==> src/meter_self_test_defines.vh <==
`ifndef METER_SELF_TEST_DEFINES_VH
`define METER_SELF_TEST_DEFINES_VH
// Contract
// - the digital test loads a fixed 1888 into the result counter on every range and shows it with the range's point.
// - the digital test steps through all ranges on its own, with no operator range choice.
// - the digital test runs whatever the analog side does; only the sample interval shortens without the 4x timing.
// - internal trigger repeats the sequence endlessly; external trigger advances one step per manual press.
// - the analog test integrates the reference for 1000 counts, then discharges on it, counting until it completes.
// - the phase drive is in phase for the primary value and shifted 90 degrees for the dissipation value.
// - the analog test runs on every range in turn for the inductance, capacitance and resistance functions.
// - a pass shows a primary of 1000 plus or minus 5 counts and a dissipation of 0 to 5 counts; else a fault.
// - a null-detect stuck low on working ranges makes the primary read 1999.
// - a ranging failure with null-detect stuck at either level blanks the display.
// - a null-detect stuck high gives -000 on every function and range.
// - whenever the primary shows -000 the dissipation display is blanked.
// - the state code steps by one when the branch qualifier is high, otherwise it holds or jumps to its target.
// - the digital test result does not depend on anything at the unknown terminals.
// - an analog over-count shows 1999 on both displays and lights the out-of-range lamp.

// register byte addresses
`define ADDR_CTRL       8'h00
`define ADDR_STATUS     8'h04
`define ADDR_RESULT     8'h08
`define LOG_SEL_HI      2'h1
// field positions
`define CTRL_TRIG_EXT   0
`define STATUS_FAIL     8
`define STATUS_PASS     9
// test-select switch codes
`define MODE_NORMAL     2'h0
`define MODE_DIGITAL    2'h1
`define MODE_ANALOG     2'h2
// counts
`define DIG_FIXED_COUNT 11'h760
`define INTEG_COUNT     11'h3E8
`define OVER_COUNT      11'h7CF
`define PASS_LO         11'h3E3
`define PASS_HI         11'h3ED
`define DISS_MAX        11'h005
`define LAST_RANGE      4'h9
`define LAST_FUNC       2'h2
// point position per range, two bits per range, range 0 lowest
`define DP_TABLE        20'h06218
`define DP_DISS         2'h3
// sample pacing
`define QF_LOSS_LIMIT   8'hC8
`define FAST_DIV        8'h10
`define HOLD_TICKS      11'h0FA
`endif

==> src/result_log_mem.v <==
`timescale 1ns/100ps
`default_nettype none
module result_log_mem (
  // clock
  input  wire        pclk,
  // write port
  input  wire        wr_en,
  input  wire [3:0]  wr_addr,
  input  wire [31:0] wr_data,
  // read port
  input  wire [3:0]  rd_addr,
  output reg  [31:0] rd_data
);
  reg [31:0] mem [0:15];

  // one write and one registered read per clock
  always @(posedge pclk) begin
    if (wr_en) begin
      mem[wr_addr] <= wr_data;
    end
    rd_data <= mem[rd_addr];
  end
endmodule // result_log_mem
`default_nettype wire

==> src/meter_self_test_sequencer.v <==
`timescale 1ns/100ps
`default_nettype none
`include "meter_self_test_defines.vh"
module meter_self_test_sequencer (
  // clock and reset
  input  wire        pclk,
  input  wire        presetn,
  // apb slave
  input  wire [7:0]  paddr,
  input  wire        psel,
  input  wire        penable,
  input  wire        pwrite,
  input  wire [31:0] pwdata,
  output reg  [31:0] prdata,
  output wire        pready,
  output wire        pslverr,
  // front panel and switch
  input  wire [1:0]  test_select,
  input  wire        manual_step,
  // from analog section
  input  wire        null_detect,
  input  wire        quad_freq_timing_input,
  input  wire        range_fault,
  // to analog section
  output wire        integrate_en,
  output wire        discharge_en,
  output reg         phase_90,
  output reg  [3:0]  range_code,
  output reg  [1:0]  func_code,
  // displays
  output reg  [10:0] primary_count,
  output reg  [1:0]  primary_dp,
  output reg         primary_neg,
  output reg         primary_blank,
  output reg  [10:0] diss_count,
  output reg  [1:0]  diss_dp,
  output reg         diss_blank,
  output reg         out_of_range
);
  localparam [2:0] ST_IDLE  = 3'd0;
  localparam [2:0] ST_START = 3'd1;
  localparam [2:0] ST_DLOAD = 3'd2;
  localparam [2:0] ST_INTEG = 3'd3;
  localparam [2:0] ST_DISCH = 3'd4;
  localparam [2:0] ST_PHASE = 3'd5;
  localparam [2:0] ST_SHOW  = 3'd6;
  localparam [2:0] ST_HOLD  = 3'd7;

  // point position of a range from the packed table
  function [1:0] dp_of;
    input [3:0] rng;
    reg   [19:0] sh;
    begin
      sh    = `DP_TABLE >> {rng, 1'b0};
      dp_of = sh[1:0];
    end
  endfunction

  // state step: qualifier high steps by one, low holds or jumps
  function [2:0] step_code;
    input [2:0] cur;
    input       branch_qualifier;
    input [2:0] target;
    begin
      if (branch_qualifier) begin
        step_code = cur + 3'd1;
      end else begin
        step_code = target;
      end
    end
  endfunction

  reg  [2:0]  state_reg;
  reg  [2:0]  state_next;
  reg  [10:0] cnt_reg;
  reg  [10:0] prim_raw_reg;
  reg  [10:0] diss_raw_reg;
  reg         trig_ext_reg;
  reg         fail_reg;
  reg         pass_reg;
  reg  [1:0]  mode_reg;
  reg         step_d_reg;
  reg         qf_d_reg;
  reg  [7:0]  qf_gap_reg;
  reg         qf_absent_reg;
  reg  [7:0]  fast_div_reg;
  reg         log_wait_reg;
  reg         log_we_reg;
  reg  [3:0]  log_ptr_reg;
  wire [31:0] log_rdata;
  wire        qf_edge;
  wire        tick;
  wire        step_press;
  wire        trig;
  wire        is_log;
  wire        mapped;
  wire        setup;
  wire        access;
  wire        wr_take;
  reg         branch_qualifier;
  reg  [2:0]  target;
  reg         entry_pass;

  // analog drives follow the state code
  assign integrate_en = (state_reg == ST_INTEG);
  assign discharge_en = (state_reg == ST_DISCH);

  // pacing tick: 4x timing edges, or a faster local tick once it is lost
  assign qf_edge    = quad_freq_timing_input & ~qf_d_reg;
  assign tick       = qf_absent_reg ? (fast_div_reg == 8'h00) : qf_edge;
  assign step_press = manual_step & ~step_d_reg;
  assign trig       = trig_ext_reg ? step_press : 1'b1;

  // pacing and edge-detect registers
  always @(posedge pclk or negedge presetn) begin
    if (!presetn) begin
      qf_d_reg      <= 1'b0;
      step_d_reg    <= 1'b0;
      qf_gap_reg    <= 8'h00;
      qf_absent_reg <= 1'b0;
      fast_div_reg  <= 8'h00;
    end else begin
      qf_d_reg   <= quad_freq_timing_input;
      step_d_reg <= manual_step;
      if (qf_edge) begin
        qf_gap_reg    <= 8'h00;
        qf_absent_reg <= 1'b0;
      end else if (qf_gap_reg == `QF_LOSS_LIMIT) begin
        qf_absent_reg <= 1'b1; // shorter interval without the timing input
      end else begin
        qf_gap_reg <= qf_gap_reg + 8'h01;
      end
      if (fast_div_reg == `FAST_DIV) begin
        fast_div_reg <= 8'h00;
      end else begin
        fast_div_reg <= fast_div_reg + 8'h01;
      end
    end
  end

  // qualifier and branch target of each state
  always @* begin
    branch_qualifier   = 1'b0;
    target = state_reg;
    case (state_reg)
      ST_IDLE: begin
        branch_qualifier = trig & (mode_reg != `MODE_NORMAL);
      end
      ST_START: begin
        branch_qualifier   = (mode_reg == `MODE_DIGITAL);
        target = (mode_reg == `MODE_ANALOG) ? ST_INTEG : ST_IDLE;
      end
      ST_DLOAD: begin
        target = ST_SHOW; // fixed count path skips the analog states
      end
      ST_INTEG: begin
        branch_qualifier = tick & (cnt_reg == `INTEG_COUNT - 11'h001);
      end
      ST_DISCH: begin
        branch_qualifier = null_detect | (tick & (cnt_reg == `OVER_COUNT));
      end
      ST_PHASE: begin
        branch_qualifier   = phase_90;
        target = ST_INTEG;
      end
      ST_SHOW: begin
        branch_qualifier = 1'b1;
      end
      ST_HOLD: begin
        branch_qualifier   = 1'b0;
        target = (tick & (cnt_reg == `HOLD_TICKS)) ? ST_IDLE : ST_HOLD;
      end
      default: begin
        branch_qualifier   = 1'b0;
        target = ST_IDLE;
      end
    endcase
  end

  // normal mode, once the switch is sampled in the initial state, holds the state code there
  always @* begin
    if (mode_reg == `MODE_NORMAL) begin
      state_next = ST_IDLE;
    end else begin
      state_next = step_code(state_reg, branch_qualifier, target);
    end
  end

  // pass window on the finished analog readings
  always @* begin
    entry_pass = (prim_raw_reg >= `PASS_LO) && (prim_raw_reg <= `PASS_HI) &&
                 (diss_raw_reg <= `DISS_MAX);
  end

  // state code, counter and sequencing registers
  always @(posedge pclk or negedge presetn) begin
    if (!presetn) begin
      state_reg    <= ST_IDLE;
      mode_reg     <= `MODE_NORMAL;
      cnt_reg      <= 11'h000;
      prim_raw_reg <= 11'h000;
      diss_raw_reg <= 11'h000;
      phase_90     <= 1'b0;
      range_code   <= 4'h0;
      func_code    <= 2'h0;
    end else begin
      state_reg <= state_next;
      if (state_reg == ST_IDLE) begin
        mode_reg <= test_select; // switch sampled between steps
      end
      case (state_reg)
        ST_START: begin
          cnt_reg  <= 11'h000;
          phase_90 <= 1'b0; // primary in phase
        end
        ST_DLOAD: begin
          prim_raw_reg <= `DIG_FIXED_COUNT;
          diss_raw_reg <= `DIG_FIXED_COUNT;
        end
        ST_INTEG: begin
          if (branch_qualifier) begin
            cnt_reg <= 11'h000;
          end else if (tick) begin
            cnt_reg <= cnt_reg + 11'h001;
          end
        end
        ST_DISCH: begin
          if (!branch_qualifier && tick) begin
            cnt_reg <= cnt_reg + 11'h001;
          end
        end
        ST_PHASE: begin
          cnt_reg <= 11'h000;
          if (phase_90) begin
            diss_raw_reg <= cnt_reg;
          end else begin
            prim_raw_reg <= cnt_reg;
            phase_90     <= 1'b1; // dissipation pass shifted 90 degrees
          end
        end
        ST_SHOW: begin
          cnt_reg <= 11'h000;
        end
        ST_HOLD: begin
          if (tick) begin
            cnt_reg <= cnt_reg + 11'h001;
          end
          if (state_next == ST_IDLE) begin
            // self stepping of range, then function
            if (range_code == `LAST_RANGE) begin
              range_code <= 4'h0;
              func_code  <= (func_code == `LAST_FUNC) ? 2'h0 : func_code + 2'h1;
            end else begin
              range_code <= range_code + 4'h1;
            end
          end
        end
        default: begin
          cnt_reg <= cnt_reg;
        end
      endcase
    end
  end

  // display latch at the end of each measurement
  always @(posedge pclk or negedge presetn) begin
    if (!presetn) begin
      primary_count <= 11'h000;
      primary_dp    <= 2'h0;
      primary_neg   <= 1'b0;
      primary_blank <= 1'b1;
      diss_count    <= 11'h000;
      diss_dp       <= 2'h0;
      diss_blank    <= 1'b1;
      out_of_range  <= 1'b0;
      pass_reg      <= 1'b0;
    end else if (state_reg == ST_SHOW) begin
      primary_dp    <= dp_of(range_code);
      diss_dp       <= `DP_DISS;
      primary_count <= prim_raw_reg;
      diss_count    <= diss_raw_reg;
      primary_neg   <= 1'b0;
      primary_blank <= 1'b0;
      diss_blank    <= 1'b0;
      out_of_range  <= 1'b0;
      pass_reg      <= 1'b0;
      if (mode_reg == `MODE_DIGITAL) begin
        primary_count <= `DIG_FIXED_COUNT; // terminals play no part
        diss_count    <= `DIG_FIXED_COUNT;
      end else if (range_fault) begin
        primary_blank <= 1'b1;
        diss_blank    <= 1'b1;
      end else if (prim_raw_reg == `OVER_COUNT) begin
        primary_count <= `OVER_COUNT;
        diss_count    <= `OVER_COUNT;
        out_of_range  <= 1'b1;
      end else if (prim_raw_reg == 11'h000) begin
        primary_neg <= 1'b1; // reads -000
        diss_blank  <= 1'b1;
      end else begin
        pass_reg <= entry_pass;
      end
    end
  end

  // apb decode
  assign is_log  = (paddr[7:6] == `LOG_SEL_HI);
  assign mapped  = is_log || (paddr == `ADDR_CTRL) || (paddr == `ADDR_STATUS) || (paddr == `ADDR_RESULT);
  assign setup   = psel & ~penable;
  assign access  = psel & penable;
  assign pready  = access & (~is_log | log_wait_reg);
  assign pslverr = pready & ~mapped;
  assign wr_take = pready & pwrite & mapped;

  // control, sticky fault flag and read data
  always @(posedge pclk or negedge presetn) begin
    if (!presetn) begin
      trig_ext_reg <= 1'b0;
      fail_reg     <= 1'b0;
      log_wait_reg <= 1'b0;
      prdata       <= 32'h00000000;
    end else begin
      log_wait_reg <= access & is_log & ~log_wait_reg;
      if (wr_take && paddr == `ADDR_CTRL) begin
        trig_ext_reg <= pwdata[`CTRL_TRIG_EXT];
      end
      // a new fault wins over a write-one clear
      if (state_reg == ST_SHOW && mode_reg == `MODE_ANALOG && !entry_pass) begin
        fail_reg <= 1'b1;
      end else if (wr_take && paddr == `ADDR_STATUS && pwdata[`STATUS_FAIL]) begin
        fail_reg <= 1'b0;
      end
      if (setup) begin
        case (paddr)
          `ADDR_CTRL:   prdata <= {31'h00000000, trig_ext_reg};
          `ADDR_STATUS: prdata <= {16'h0000, range_code, func_code, pass_reg, fail_reg,
                                   mode_reg, phase_90, qf_absent_reg, 1'b0, state_reg};
          `ADDR_RESULT: prdata <= {5'h00, diss_raw_reg, 5'h00, prim_raw_reg};
          default:      prdata <= 32'h00000000;
        endcase
      end else if (access && is_log && !log_wait_reg) begin
        prdata <= log_rdata;
      end
    end
  end

  // result log write pointer, one entry per shown reading
  always @(posedge pclk or negedge presetn) begin
    if (!presetn) begin
      log_we_reg  <= 1'b0;
      log_ptr_reg <= 4'h0;
    end else begin
      log_we_reg <= (state_reg == ST_SHOW);
      if (log_we_reg) begin
        log_ptr_reg <= log_ptr_reg + 4'h1;
      end
    end
  end

  result_log_mem u_log (
    .pclk    (pclk),
    .wr_en   (log_we_reg),
    .wr_addr (log_ptr_reg),
    .wr_data ({func_code, range_code, primary_neg, primary_blank, diss_blank, out_of_range,
               1'b0, diss_count, 1'b0, primary_count[8:0]} ),
    .rd_addr (paddr[5:2]),
    .rd_data (log_rdata)
  );
endmodule // meter_self_test_sequencer
`default_nettype wire

==> config.mk <==
export PLATFORM = sky130hd
export DESIGN_NAME = meter_self_test_sequencer
export DESIGN_NICKNAME = d
export VERILOG_FILES = /design/src/result_log_mem.v /design/src/meter_self_test_sequencer.v
export VERILOG_INCLUDE_DIRS = /design/src
export SDC_FILE = /design/constraint.sdc
export NUM_CORES = 1
export LEC_CHECK = 0
export BUFFER_PORTS_ARGS = -buffer_cell sky130_fd_sc_hd__buf_2
export CAP_MARGIN = 10
export CELL_PAD_IN_SITES_DETAIL_PLACEMENT = 1
export CELL_PAD_IN_SITES_GLOBAL_PLACEMENT = 1
export CORE_ASPECT_RATIO = 1.1
export CORE_MARGIN = 8
export CORE_UTILIZATION = 53
export DETAILED_ROUTE_END_ITERATION = 8
export GPL_TIMING_DRIVEN = 0
export HOLD_SLACK_MARGIN = 0.12
export PLACE_DENSITY = 0.89
export SETUP_SLACK_MARGIN = 0.02
export SYNTH_ARGS = -nofsm -noshare
export SYNTH_HDL_FRONTEND = slang
export SYNTH_SLANG_ARGS = --single-unit
export TNS_END_PERCENT = 30
==> constraint.sdc <==
create_clock -name pclk -period 4.6 [get_ports pclk]
set_input_delay 0.46 -clock pclk [delete_from_list [all_inputs] [get_ports pclk]]
set_output_delay 0.46 -clock pclk [all_outputs]
set_load 0.1 [all_outputs]
Word-level counts from Yosys, hierarchy flattened
Memories as Yosys holds them, arrays and structs flattened. A register that Yosys moved wholly into a read port is not among the register bits.
Index checks and enable logic that the tools add are counted.

storage, ports and cells
  flip-flop bits (word level) = 166
  memory bits (writable) = 480
  input bits = 51
  output and inout port bits = 73
  logic and storage cells = 174
  memories kept = 1

memories
  memory     words  bits a word  read ports  clocked after memory_dff  wr ports  RTL line             text
  u_log.mem  16     30           1           1                         1         result_log_mem.v:14  reg [31:0] mem [0:15];

operators by class
  $add $sub $neg = 7
  magnitude comparators = 3
  equality and inequality tests = 24
  shifts and indexed selects = 1
  muxes and demuxes = 52
  bitwise gates (word level) = 22
  reduce and logical (&&, ||, !) cells = 35

operators by type and width
  cell                     count
  $mux W11                 11
  $pmux W27 S3             1
  $mux W32                 2
  $pmux W11 S2             2
  $pmux W11 S4             1
  $mux W8                  3
  $mux W1                  23
  $eq A11 B11 Y1 const B   2
  $add A8 B1 Y8 const B    2
  $logic_not A8 Y1         2
  $shr A15 B5 Y2 const A   1
  $and A1 B1 Y1            14
  $eq A3 B3 Y1 const B     4
  $pmux W3 S4              1
  $reduce_bool A2 Y1       6
  $add A11 B1 Y11 const B  1
  $eq A11 B10 Y1 const B   1
  $eq A11 B8 Y1 const B    1
  $ge A11 B10 Y1 const B   1
  $le A11 B10 Y1 const B   1
  $le A11 B3 Y1 const B    1
  $logic_not A11 Y1        1
  $logic_and A1 B1 Y1      10
  $mux W3                  3
  28 further kinds         49

Depth between registers and ports, before layout
Gate-level depths: netlist (run 1).

  depth after elaboration = 10
  gate-level depth with buffers = 11
  depth with buffers taken out = 10

Modules after synthesis
Synthesis (run 1) repeated with hierarchy kept, for this count alone.

unflattened totals
  cells, all modules = 1490
  area total of the unflattened synthesis = 26212.6 um2

modules (own cells, without submodules)
  module                     instances  cells an instance  area each (um2)  sequential area each (um2)
  result_log_mem             1          838                19835.3          16015.4
  meter_self_test_sequencer  1          652                6377.4           3355.7

Worst setup path after synthesis (run 1)
OpenSTA, ideal clock, no wires.

  path kind = input -> output
  from = in paddr[3]
  to = out pslverr
  arrival = 3.469 ns
  setup slack = 0.671 ns
  stages = 5
  buffers on the path = 3
  path through = clkbuf_1 > clkbuf_1 > clkbuf_1 > a21oi_1 > nor3_1

on the way
  word-level cells in the longest chain between the ends = 6

ends and longest elaborated chain
  element                           RTL line                         text
  start, declared                   meter_self_test_sequencer.v:9    input wire [7:0] paddr,
  $logic_not A8 Y1                  n/a
  $logic_or A1 B1 Y1 (2 in series)  meter_self_test_sequencer.v:308  assign mapped = is_log || (paddr == `ADDR_CTRL) || (paddr == `ADDR_STATUS) || (paddr == `ADDR_RESULT);
  $logic_or A1 B1 Y1 *              meter_self_test_sequencer.v:308
  $not A1 Y1 *                      meter_self_test_sequencer.v:312  assign pslverr = pready & ~mapped;
  $and A1 B1 Y1 *                   meter_self_test_sequencer.v:312
  end, declared                     meter_self_test_sequencer.v:16   output wire pslverr,

Every way passes the cells marked *; elsewhere a longest branch is shown, timed or not.

Worst setup path in the final report (run 1)
  from = reg state_reg[2]
  to = reg range_code[1]

on the way
  word-level cells in the longest chain between the ends = 6

ends and longest elaborated chain
  element                                     RTL line                         text
  start, declared                             meter_self_test_sequencer.v:73   reg [2:0] state_reg;
  start signal, assigned                      meter_self_test_sequencer.v:207  state_reg <= state_next;
  $eq A3 B3 Y1, or another cell as far along  meter_self_test_sequencer.v:145  case (state_reg)
  $pmux W1 S6 or $pmux W3 S4 (tied branches)  meter_self_test_sequencer.v:145
  $mux W3                                     meter_self_test_sequencer.v:65   if (branch_qualifier) begin
  $mux W3                                     meter_self_test_sequencer.v:182  if (mode_reg == `MODE_NORMAL) begin
  $logic_not A3 Y1                            meter_self_test_sequencer.v:248  if (state_next == ST_IDLE) begin
  $reduce_and A2 Y1 (no line) *               n/a
  end signal, assigned                        meter_self_test_sequencer.v:254  range_code <= range_code + 4'h1;
  end, declared                               meter_self_test_sequencer.v:28   output reg [3:0] range_code,

Marks and branches as above.
A chain may end at the register's enable or synchronous reset.

==> summary.md, run 1 <==
| Metric | Value |
|---|---|
| CTS clk-pin slew, worst paths | `0.07 ns` |
| Worst Max-Slew Pin Slew | `1.25 ns` |
| Final setup fails | `0` |
| Startpoint types | `flip-flop` |
| Antenna violations before repair | `0` |
| Layout Area Growth over Synthesis | `15.9%` |
| Core area | `46800 um^2` |
| Max Freq | `249 MHz` |
| DRT antenna net count | `0` |
| Crit path from | `state_reg[2]` |
| Initial core utilization | `53.7%` |
| GRT Total Usage | `29.6%` |
| TritonRoute pass-1 iters | `6` |
| Post-Syn Area | `25200 um^2` |
| Post-CTS setup buffer count | `0` |
| Number of synthesized flops with an enable pin | `480` |
| P per Cell Area | `541 nW/um^2` |
| Biggest regs | `u_log.mem: 480 flops, prdata: 32 flops, u_log.rd_data: 30 flops` |
| Crit Path Category | `flip-flop to flip-flop` |
| H-tree depth | `3` |
| Fin crit period | `4.02 ns` |
| Hold Vio Cnt, Final | `0` |
| Required @ worst endpoint | `5.07 ns` |
| Reg2reg start | `state_reg[2]` |
| Synth Flop Type | `edfxtp_1` |
| GP Congestion | `0.884` |
| Top reg by flops | `u_log.mem` |
| Vias in the first global route | `16603` |
| Fin crit share | `87.4%` |
| RSZ-0062 raised after global routing | `false` |
| Dpl hpwl | `49600 um` |
| Switching power | `5.19 mW` |
| Critical path endpoint category | `flip-flop` |
| Clk buf depth | `3` |
| Post-layout net count | `1679` |
| Avg Vias per Cell | `6.81` |
| Ys async rst share | `20.8%` |
| Grt ovf | `0` |
| Avg WL per Cell | `35.2 um` |
| Top Ports | `124` |
| CTS Buf Count | `66` |
| Max reg flops | `480` |
| Post-synthesis cell type count | `63` |
| Worst Path Arrival | `4.49 ns` |
| Sequential share of power | `48.3%` |
| Finished Layout Cells | `2300` |
| Clk_skew | `0.0310 ns` |
| Utilization after layout | `62.3%` |
| Iteration-0 DRC Markers | `2252` |
| Largest net degree at the start of global routing | `73` |
| CTS tree | `built` |
| Syn_area_per_cell | `17.7 um^2` |
| Switching share of total power | `32.9%` |
| Clock share of power | `34.0%` |
| Register area share after synthesis | `73.0%` |
| Clock sinks | `644` |
| Routed WL | `81000 um` |
| Final Max Slew Viols | `0` |
| #FFs+latches synth | `644` |
| Internal power | `10.6 mW` |
| Die Span Y | `245 um` |
| Critical path peak fanout | `10` |
| Leading cell type in the layout, fill and taps excluded | `edfxtp_1` |
| Hold crit path type | `input port to flip-flop` |
| Synth Warn # | `0` |
| # port buffers | `91` |
| Status | `finished clean` |
| MaxCap Viol Count | `0` |
| Leakage Power | `10.3 nW` |
| Commonest non-fill, non-tap cells in the layout | `edfxtp_1 (480), mux4_2 (150), dfrtp_1 (132), nand2_1 (106), buf_2 (90)` |
| Worst Hold Launch | `range_fault` |
| Inst Count DP | `2172` |
| Share of layout cells above drive strength 1 | `23.6%` |
| Syn Inst Count | `1421` |
| VDD IR-drop max | `456 uV` |
| Slew Limit Headroom | `16.1%` |
| Cell Rows | `83` |
| DRC | `0` |
| First-pass GRT wire length | `117000 um` |
| Die X | `224 um` |
| Detailed-route via count | `15673` |
| Fillers | `4028` |
| Die Area | `54700 um^2` |
| Synthesized Nets | `1489` |
| Logic pwr share | `17.7%` |
| Clock Latency Late Sink | `0.60 ns` |
| Root Buffer | `clkbuf_16` |
==> stage by stage <==
stage | total power [mW] | hold WS, ns | setup slack, ns | cell area [um^2] | setup TNS (ns)
6_report | 15.8 | 0.214 | 0.581 | 29200 | 0
4_1_cts | 15.7 | 0.194 | 0.745 | 29100 | 0
3_3_place_gp | 10.1 | 0.416 | -1.29 | 26400 | -75.38
3_5_place_dp | 10.3 | 0.456 | 0.629 | 27000 | 0
2_1_floorplan | 9.39 | 0.164 | 0.671 | 25200 | 0
5_1_grt | 16.1 | 0.211 | 0.483 | 29200 | 0
==> logic make-up after synthesis <==
logic type	Yosys count	synth area share [%]
muxes	156	13.7
buffers and inverters	94	1.45
DFF	644	73.0
AOI/OAI and AO/OA	172	4.42
xor gates and xnor gates	17	0.592
and+or+nand+nor	321	6.03
adders and majority gates	17	0.845
==> cells in the mapped netlist, types with 11 or more instances <==
cell type  number  area share [%]
a21oi_1        42            0.84
a22o_1         11            0.38
a31oi_1        11            0.27
buf_1          15            0.22
clkbuf_1       56            0.84
dfrtp_1       132              13
dfxtp_1        30             2.4
edfxtp_1      480              57
ha_1           17            0.85
inv_1          21            0.31
mux4_2        150              13
nand2_1       106             1.6
nand2b_1       14            0.35
nand3_1        34            0.68
nor2_1         95             1.4
nor2b_1        12            0.30
nor3_1         13            0.26
o21ai_0        42            0.84
o22ai_1        18            0.45
==> power by group through the flow <==
stage / Combinational, mW / Clock [mW] / Sequential, mW
5_1_grt: 2.88 / 5.55 / 7.64
3_3_place_gp: 2.51 / 0 / 7.58
4_1_cts: 2.75 / 5.39 / 7.58
6_report: 2.78 / 5.37 / 7.62
2_1_floorplan: 1.04 / 0 / 8.35
3_5_place_dp: 2.67 / 0 / 7.68
==> cell type report <==
type / count / area, um^2 / area share (%)
Multi-Input combinational cell: 683 / 6550 / 22.5
Timing Repair Buffer: 122 / 981 / 3.36
Sequential cell: 644 / 18400 / 63.0
Clock buffer: 89 / 1840 / 6.31
Inverter: 21 / 78.8 / 0.270
Tap cell: 637 / 797 / 2.73
Clock inverter: 30 / 258 / 0.884
Buffer: 73 / 285 / 0.978
Antenna cell: 1 / 2.50 / 0.00858
==> worst max-delay path, stage by stage, from the launching register on <==
cell      delay, ns
dfrtp_1        0.46
clkbuf_1       0.43
clkbuf_1       0.53
inv_1          0.12
ha_1           0.30
nor4bb_1       0.17
a41oi_1        0.35
or3_4          0.24
a21oi_2        0.07
a311oi_2       0.70
nor3_2         0.14
mux2_1         0.39
==> worst paths after layout <==
kind | to | slack, ns | cells after the start
max | range_code[1] | 0.58 | 11
min | primary_blank | 0.21 | 2
max reg2reg | range_code[1] | 0.58 | 11
min reg2reg | prdata[29] | 0.47 | 2
max in group asynchronous | diss_blank | 3.25 | 3
min in group asynchronous | cnt_reg[7] | 0.48 | 2
==> layer usage <==
layer | global-route usage, % | share of wire (%)
met1 | 35.5 | 34
met3 | 7.45 | 10
met4 | 16.8 | 6.4
met5 | 0.358 | 0
met2 | 48.9 | 49
==> timing repair <==
| action | 4_1_cts | 5_1_grt |
|---|---|---|
| setup endpoints to repair | 0 | 0 |
| hold buffers | 6 | 0 |
| gates resized for setup | 0 | 0 |
| endpoints found under the hold margin | 76 | 0 |
Note: power is estimated with default switching activity, not from simulation.
==> run 2: changes to the inputs <==
--- a/config.mk
+++ b/config.mk
@@ -7,7 +7,6 @@
 export NUM_CORES = 1
 export LEC_CHECK = 0
 export BUFFER_PORTS_ARGS = -buffer_cell sky130_fd_sc_hd__buf_2
-export CAP_MARGIN = 10
 export CELL_PAD_IN_SITES_DETAIL_PLACEMENT = 1
 export CELL_PAD_IN_SITES_GLOBAL_PLACEMENT = 1
 export CORE_ASPECT_RATIO = 1.1
==> constraint.sdc (replaced) <==
create_clock -name pclk -period 4.6 [get_ports pclk]
set_input_delay 0.23 -clock pclk [delete_from_list [all_inputs] [get_ports pclk]]
set_output_delay 0.23 -clock pclk [all_outputs]
set_load 0.1 [all_outputs]
==> summary.md, run 2 (synthesized netlist as in run 1, its figures left out) <==
| Metric | Value |
|---|---|
| Status | `finished, violations left` |
| Failing checks | `max-capacitance violations, max-slew violations` |
| Avg Vias per Cell | `6.90 (+1.2%)` |
| Fin crit share | `88.3% (+0.90 points)` |
| Clk buf depth | `3 (unchanged)` |
| First-pass GRT wire length | `115000 um (-1.2%)` |
| Antenna violations before repair | `1 (+1)` |
| Top reg by flops | `u_log.mem` |
| DRC | `0 (unchanged)` |
| Vias in the first global route | `16538 (-0.39%)` |
| GRT Total Usage | `29.2% (-0.39 points)` |
| GP Congestion | `0.884 (unchanged)` |
| Die X | `224 um (unchanged)` |
| Inst Count DP | `2170 (-0.092%)` |
| Initial core utilization | `53.7% (unchanged)` |
| Worst Path Arrival | `4.54 ns (+0.05 ns)` |
| Detailed-route via count | `15895 (+1.4%)` |
| TritonRoute pass-1 iters | `8 (+2)` |
| Dpl hpwl | `48900 um (-1.3%)` |
| Clk_skew | `0.0345 ns (+0.00355 ns)` |
| RSZ-0062 raised after global routing | `false` |
| Critical path peak fanout | `10 (unchanged)` |
| Layout Area Growth over Synthesis | `15.8% (about the same)` |
| Worst Max-Slew Pin Slew | `1.62 ns (+0.375 ns)` |
| Leakage Power | `10.3 nW (about the same)` |
| Fin crit period | `4.06 ns (+0.0414 ns)` |
| Placed inst area | `26900 um^2 (about the same)` |
| Max Freq | `246 MHz (-1.0%)` |
| Avg WL per Cell | `36.0 um (+2.3%)` |
| Setup WS pre-CTS | `0.679 ns (+0.0506 ns)` |
| Hold crit path type | `input port to flip-flop` |
| Core area | `46800 um^2 (unchanged)` |
| Tot Pwr | `15.7 mW (-0.17%)` |
| Top Ports | `124 (unchanged)` |
| Critical path endpoint category | `flip-flop` |
| CTS tree | `built` |
| Final setup fails | `0 (unchanged)` |
| Hold Vio Cnt, Final | `0 (unchanged)` |
| Root Buffer | `clkbuf_16` |
| CTS Buf Count | `66 (unchanged)` |
| VDD IR-drop max | `345 uV (-24%)` |
| # port buffers | `91 (unchanged)` |
| P per Cell Area | `540 nW/um^2 (-0.15%)` |
| Die Area | `54700 um^2 (unchanged)` |
| Iteration-0 DRC Markers | `2280 (+1.2%)` |
| Share of layout cells above drive strength 1 | `23.3% (-0.30 points)` |
| Post-CTS sizing | `0 (unchanged)` |
| Max reg flops | `480 (unchanged)` |
| Finished Layout Cells | `2304 (+0.17%)` |
| Biggest regs | `u_log.mem: 480 flops, prdata: 32 flops, u_log.rd_data: 30 flops` |
| Clock sinks | `644 (unchanged)` |
| CTS clk-pin slew, worst paths | `0.07 ns (about the same)` |
| Post-route cell area | `29200 um^2 (about the same)` |
| Cell Rows | `83 (unchanged)` |
| Commonest non-fill, non-tap cells in the layout | `edfxtp_1 (480), mux4_2 (150), dfrtp_1 (132), nand2_1 (106), buf_2 (90)` |
| Largest net degree at the start of global routing | `73 (unchanged)` |
| Clock Latency Late Sink | `0.62 ns (+0.02 ns)` |
| Slew Limit Headroom | `-8.13% (-24 points)` |
| MaxCap Viol Count | `1 (+1)` |
| Die Span Y | `245 um (unchanged)` |
| Reg2Reg Setup Slack | `0.54 ns (-0.04 ns)` |
| DRT antenna net count | `0 (unchanged)` |
| Final worst slack | `0.540 ns (-0.0414 ns)` |
| Grt ovf | `0 (unchanged)` |
| Final Max Slew Viols | `11 (+11)` |
| Leading cell type in the layout, fill and taps excluded | `edfxtp_1` |
| Routed WL | `83000 um (+2.5%)` |
| H-tree depth | `3 (unchanged)` |
| Post-layout net count | `1682 (+0.18%)` |
| Startpoint types | `flip-flop` |
| Crit Path Category | `flip-flop to flip-flop` |
| Required @ worst endpoint | `5.08 ns (about the same)` |
-- run 2: area by class of cell --
cell class                      count  area (um^2)
Antenna cell                        1         2.50
Inverter                           21         78.8
Buffer                             73          285
Clock buffer                       98         1950
Tap cell                          637          797
Timing Repair Buffer              125          983
Multi-Input combinational cell    683         6550
Clock inverter                     22          141
Sequential cell                   644        18400
Fill cell                        4048        17700
-- run 2: metal layers --
layer  wire (um)  track usage, %  part of all wire (%)  vias up
li1            -               -                     -     5977
met1       28100            34.8                    34     8137
met2       40500            48.7                    49     1392
met3        8750            6.86                    11      389
met4        5690            17.1                   6.9        0
met5           0               0                     0        -
-- run 2: repair_timing --
| action | 4_1_cts | 5_1_grt |
|---|---|---|
| hold buffers | 12 | 0 |
| endpoints found under the hold margin | 83 | 0 |
| setup buffers | 0 | 0 |
-- run 2: where the power goes --
group          switching [mW]  internal [mW]  total [mW]  leakage [nW]
sequential              0.731           6.90        7.63          6.29
combinational            2.15          0.631        2.78          2.95
clock                    2.33           3.00        5.33          1.03
-- run 2: critical path, cell delays in order, from the launching register on --
cell and delay (ns):
dfrtp_1 0.44, clkbuf_1 0.43, clkbuf_1 0.47, inv_1 0.09
ha_1 0.28, nor4bb_1 0.17, a41oi_1 0.38, or3_4 0.25
a21oi_2 0.07, a311oi_2 0.74, nor3_2 0.19, mux2_1 0.40
-- run 2: worst paths after layout --
check,from,endpoint,depth (start not counted)
hold reg to reg,u_log.rd_data[30],prdata[30],2
setup reg to reg,state_reg[2],func_code[0],11
hold / removal,paddr[1],prdata[21],5
min in group asynchronous,presetn,state_reg[1],2
setup / recovery,state_reg[2],func_code[0],11
max in group asynchronous,presetn,diss_blank,3
-- run 2: stage by stage --
step,setup TNS (ns),hold WS (ns),util [%]
6_report,0,0.200,62.2
5_1_grt,0,0.219,62.2
4_1_cts,0,0.161,62.2
3_5_place_dp,0,0.320,57.5
3_3_place_gp,-75.38,0.349,56.4
2_1_floorplan,0,-0.0656,-
==> run 3: changes to the inputs <==
--- a/config.mk
+++ b/config.mk
@@ -11,11 +11,11 @@
 export CELL_PAD_IN_SITES_GLOBAL_PLACEMENT = 1
 export CORE_ASPECT_RATIO = 1.1
 export CORE_MARGIN = 8
-export CORE_UTILIZATION = 53
+export CORE_UTILIZATION = 47
 export DETAILED_ROUTE_END_ITERATION = 8
 export GPL_TIMING_DRIVEN = 0
 export HOLD_SLACK_MARGIN = 0.12
-export PLACE_DENSITY = 0.89
+export PLACE_DENSITY = 0.82
 export SETUP_SLACK_MARGIN = 0.02
 export SYNTH_ARGS = -nofsm -noshare
 export SYNTH_HDL_FRONTEND = slang
==> summary.md, run 3 (synthesized netlist as in run 1, its figures left out) <==
| Metric | Value |
|---|---|
| Post-CTS sizing | `0 (unchanged)` |
| Placed inst area | `27000 um^2 (+0.29%)` |
| Initial core utilization | `47.2% (-6.6 points)` |
| Critical path endpoint category | `flip-flop` |
| Fin crit period | `3.77 ns (-0.294 ns)` |
| Avg Vias per Cell | `6.48 (-6.1%)` |
| CTS tree | `built` |
| First-pass GRT wire length | `113000 um (-2.3%)` |
| GP Congestion | `0.905 (+2.4%)` |
| CTS clk-pin slew, worst paths | `0.07 ns (about the same)` |
| Cell Rows | `89 (+7.2%)` |
| Leading cell type in the layout, fill and taps excluded | `edfxtp_1` |
| Detailed-route via count | `15176 (-4.5%)` |
| Worst Max-Slew Pin Slew | `1.57 ns (-0.0526 ns)` |
| Routed WL | `77000 um (-7.3%)` |
| TritonRoute pass-1 iters | `6 (-2)` |
| Final Max Slew Viols | `8 (-3)` |
| CTS Buf Count | `61 (-7.6%)` |
| Final setup fails | `0 (unchanged)` |
| Hold Buf Count CTS | `13 (+1)` |
| Root Buffer | `clkbuf_16` |
| Leakage Power | `10.2 nW (-0.37%)` |
| Avg WL per Cell | `32.8 um (-8.8%)` |
| Slew Limit Headroom | `-5.59% (+2.5 points)` |
| Die X | `237 um (+5.7%)` |
| Max Freq | `265 MHz (+7.8%)` |
| # port buffers | `91 (unchanged)` |
| Status | `finished, violations left` |
| H-tree depth | `2 (-1)` |
| Clock sinks | `644 (unchanged)` |
| GRT Total Usage | `25.2% (-4.1 points)` |
| Dpl hpwl | `48500 um (-0.81%)` |
| Iteration-0 DRC Markers | `1946 (-15%)` |
| Hold crit path type | `input port to asynchronous set/reset pin` |
| Largest net degree at the start of global routing | `72 (-1.4%)` |
| Worst Path Arrival | `4.30 ns (-0.24 ns)` |
| Clk buf depth | `3 (unchanged)` |
| Inst Count DP | `2215 (+2.1%)` |
| Post-route cell area | `29100 um^2 (about the same)` |
| Clk_skew | `0.0267 ns (-0.00785 ns)` |
| Critical path peak fanout | `10 (unchanged)` |
| Clock Latency Late Sink | `0.66 ns (+0.04 ns)` |
| VDD IR-drop max | `404 uV (+17%)` |
| Finished Layout Cells | `2343 (+1.7%)` |
| Biggest regs | `u_log.mem: 480 flops, prdata: 32 flops, u_log.rd_data: 30 flops` |
| Post-CTS setup buffer count | `0 (unchanged)` |
| Top Ports | `124 (unchanged)` |
| Die Span Y | `259 um (+5.8%)` |
| MaxCap Viol Count | `1 (unchanged)` |
| Share of layout cells above drive strength 1 | `23.7% (+0.37 points)` |
| Commonest non-fill, non-tap cells in the layout | `edfxtp_1 (480), mux4_2 (150), dfrtp_1 (132), nand2_1 (106), buf_2 (90)` |
| Die Area | `61200 um^2 (+12%)` |
| Top reg by flops | `u_log.mem` |
| Startpoint types | `flip-flop` |
| ANT cells | `0 (-1)` |
| Grt ovf | `0 (unchanged)` |
| Failing checks | `max-capacitance violations, max-slew violations` |
| Hold Vio Cnt, Final | `0 (unchanged)` |
| Layout Area Growth over Synthesis | `15.8% (about the same)` |
| Crit Path Category | `flip-flop to flip-flop` |
| Required @ worst endpoint | `5.14 ns (+0.06 ns)` |
| P per Cell Area | `529 nW/um^2 (-2.1%)` |
| DRC | `0 (unchanged)` |
| Vias in the first global route | `16472 (-0.40%)` |
| Reg2reg path depth | `11 (unchanged)` |
| Post-layout net count | `1677 (-0.30%)` |
| Antenna violations before repair | `2 (+1)` |
| DRT antenna net count | `0 (unchanged)` |
| RSZ-0062 raised after global routing | `false` |
| Fin crit share | `81.9% (-6.4 points)` |
| Core area | `53300 um^2 (+14%)` |
| Max reg flops | `480 (unchanged)` |
-- run 3: cell types whose count changed in the layout (fill, tap and decap cells not counted), sizes merged --
| cell | previous run | this run |
|---|---|---|
| inv | 25 | 26 |
| bufinv | 1 | 4 |
| diode | 1 | 0 |
| dlygate4sd3 | 12 | 13 |
| clkinvlp | 0 | 4 |
| buf | 130 | 127 |
| clkinv | 17 | 22 |
| clkbuf | 154 | 138 |
-- run 3: path summary, 6_finish.rpt --
check,end,start,slack (ns)
max in group asynchronous,prdata[16],presetn,3.59
min in group pclk,prdata[21],paddr[1],0.21
worst min-delay path,step_d_reg,presetn,0.16
worst min register to register,prdata[30],u_log.rd_data[30],0.45
worst max-delay path,func_code[1],state_reg[2],0.83
worst max register to register,func_code[1],state_reg[2],0.83
-- run 3: through the flow --
step                      hold slack [ns]  total power [mW]  setup slack [ns]  utilization [%]  setup TNS [ns]
after global routing                0.183              15.8             0.660             54.6               0
final                               0.163              15.4             0.833             54.6               0
after detailed placement            0.292              10.3             0.627             50.6               0
after floorplan                   -0.0656              9.39              1.07                -               0
after CTS                           0.120              15.4             0.853             54.6               0
after global placement              0.351              10.1             -1.46             49.6          -85.55
-- run 3: cell type report --
cell class	count	area, um^2
sequential	644	18400
buffer	73	288
tap	682	853
timing repair buffer	125	1000
fill	4858	24200
clock inverter	35	319
inverter	21	78.8
multi-input combinational	683	6550
clock buffer	80	1680
-- run 3: power by group --
group / internal, mW / switching [mW]
Combinational: 0.627 / 2.10
Sequential: 6.90 / 0.680
Clock: 2.81 / 2.29
Total: 10.3 / 5.07
-- run 3: routing by layer --
layer | track usage [%] | wire length, um | vias to the layer above | part of all wire (%)
met2 | 41.8 | 37500 | 984 | 49
met1 | 30.5 | 27400 | 7922 | 36
li1 | - | - | 5979 | -
met3 | 6.44 | 7680 | 287 | 10
met4 | 12.8 | 4280 | 4 | 5.6
met5 | 0 | 24 | - | 0.031
-- run 3: worst max-delay path: stages, from the launching register on --
cell	delay, ns
dfrtp_1	0.41
clkbuf_1	0.37
clkbuf_1	0.45
inv_1	0.10
ha_1	0.29
nor4bb_1	0.17
a41oi_1	0.37
or3_4	0.24
a21oi_2	0.06
o31ai_2	0.68
nor3_2	0.15
mux2_1	0.36
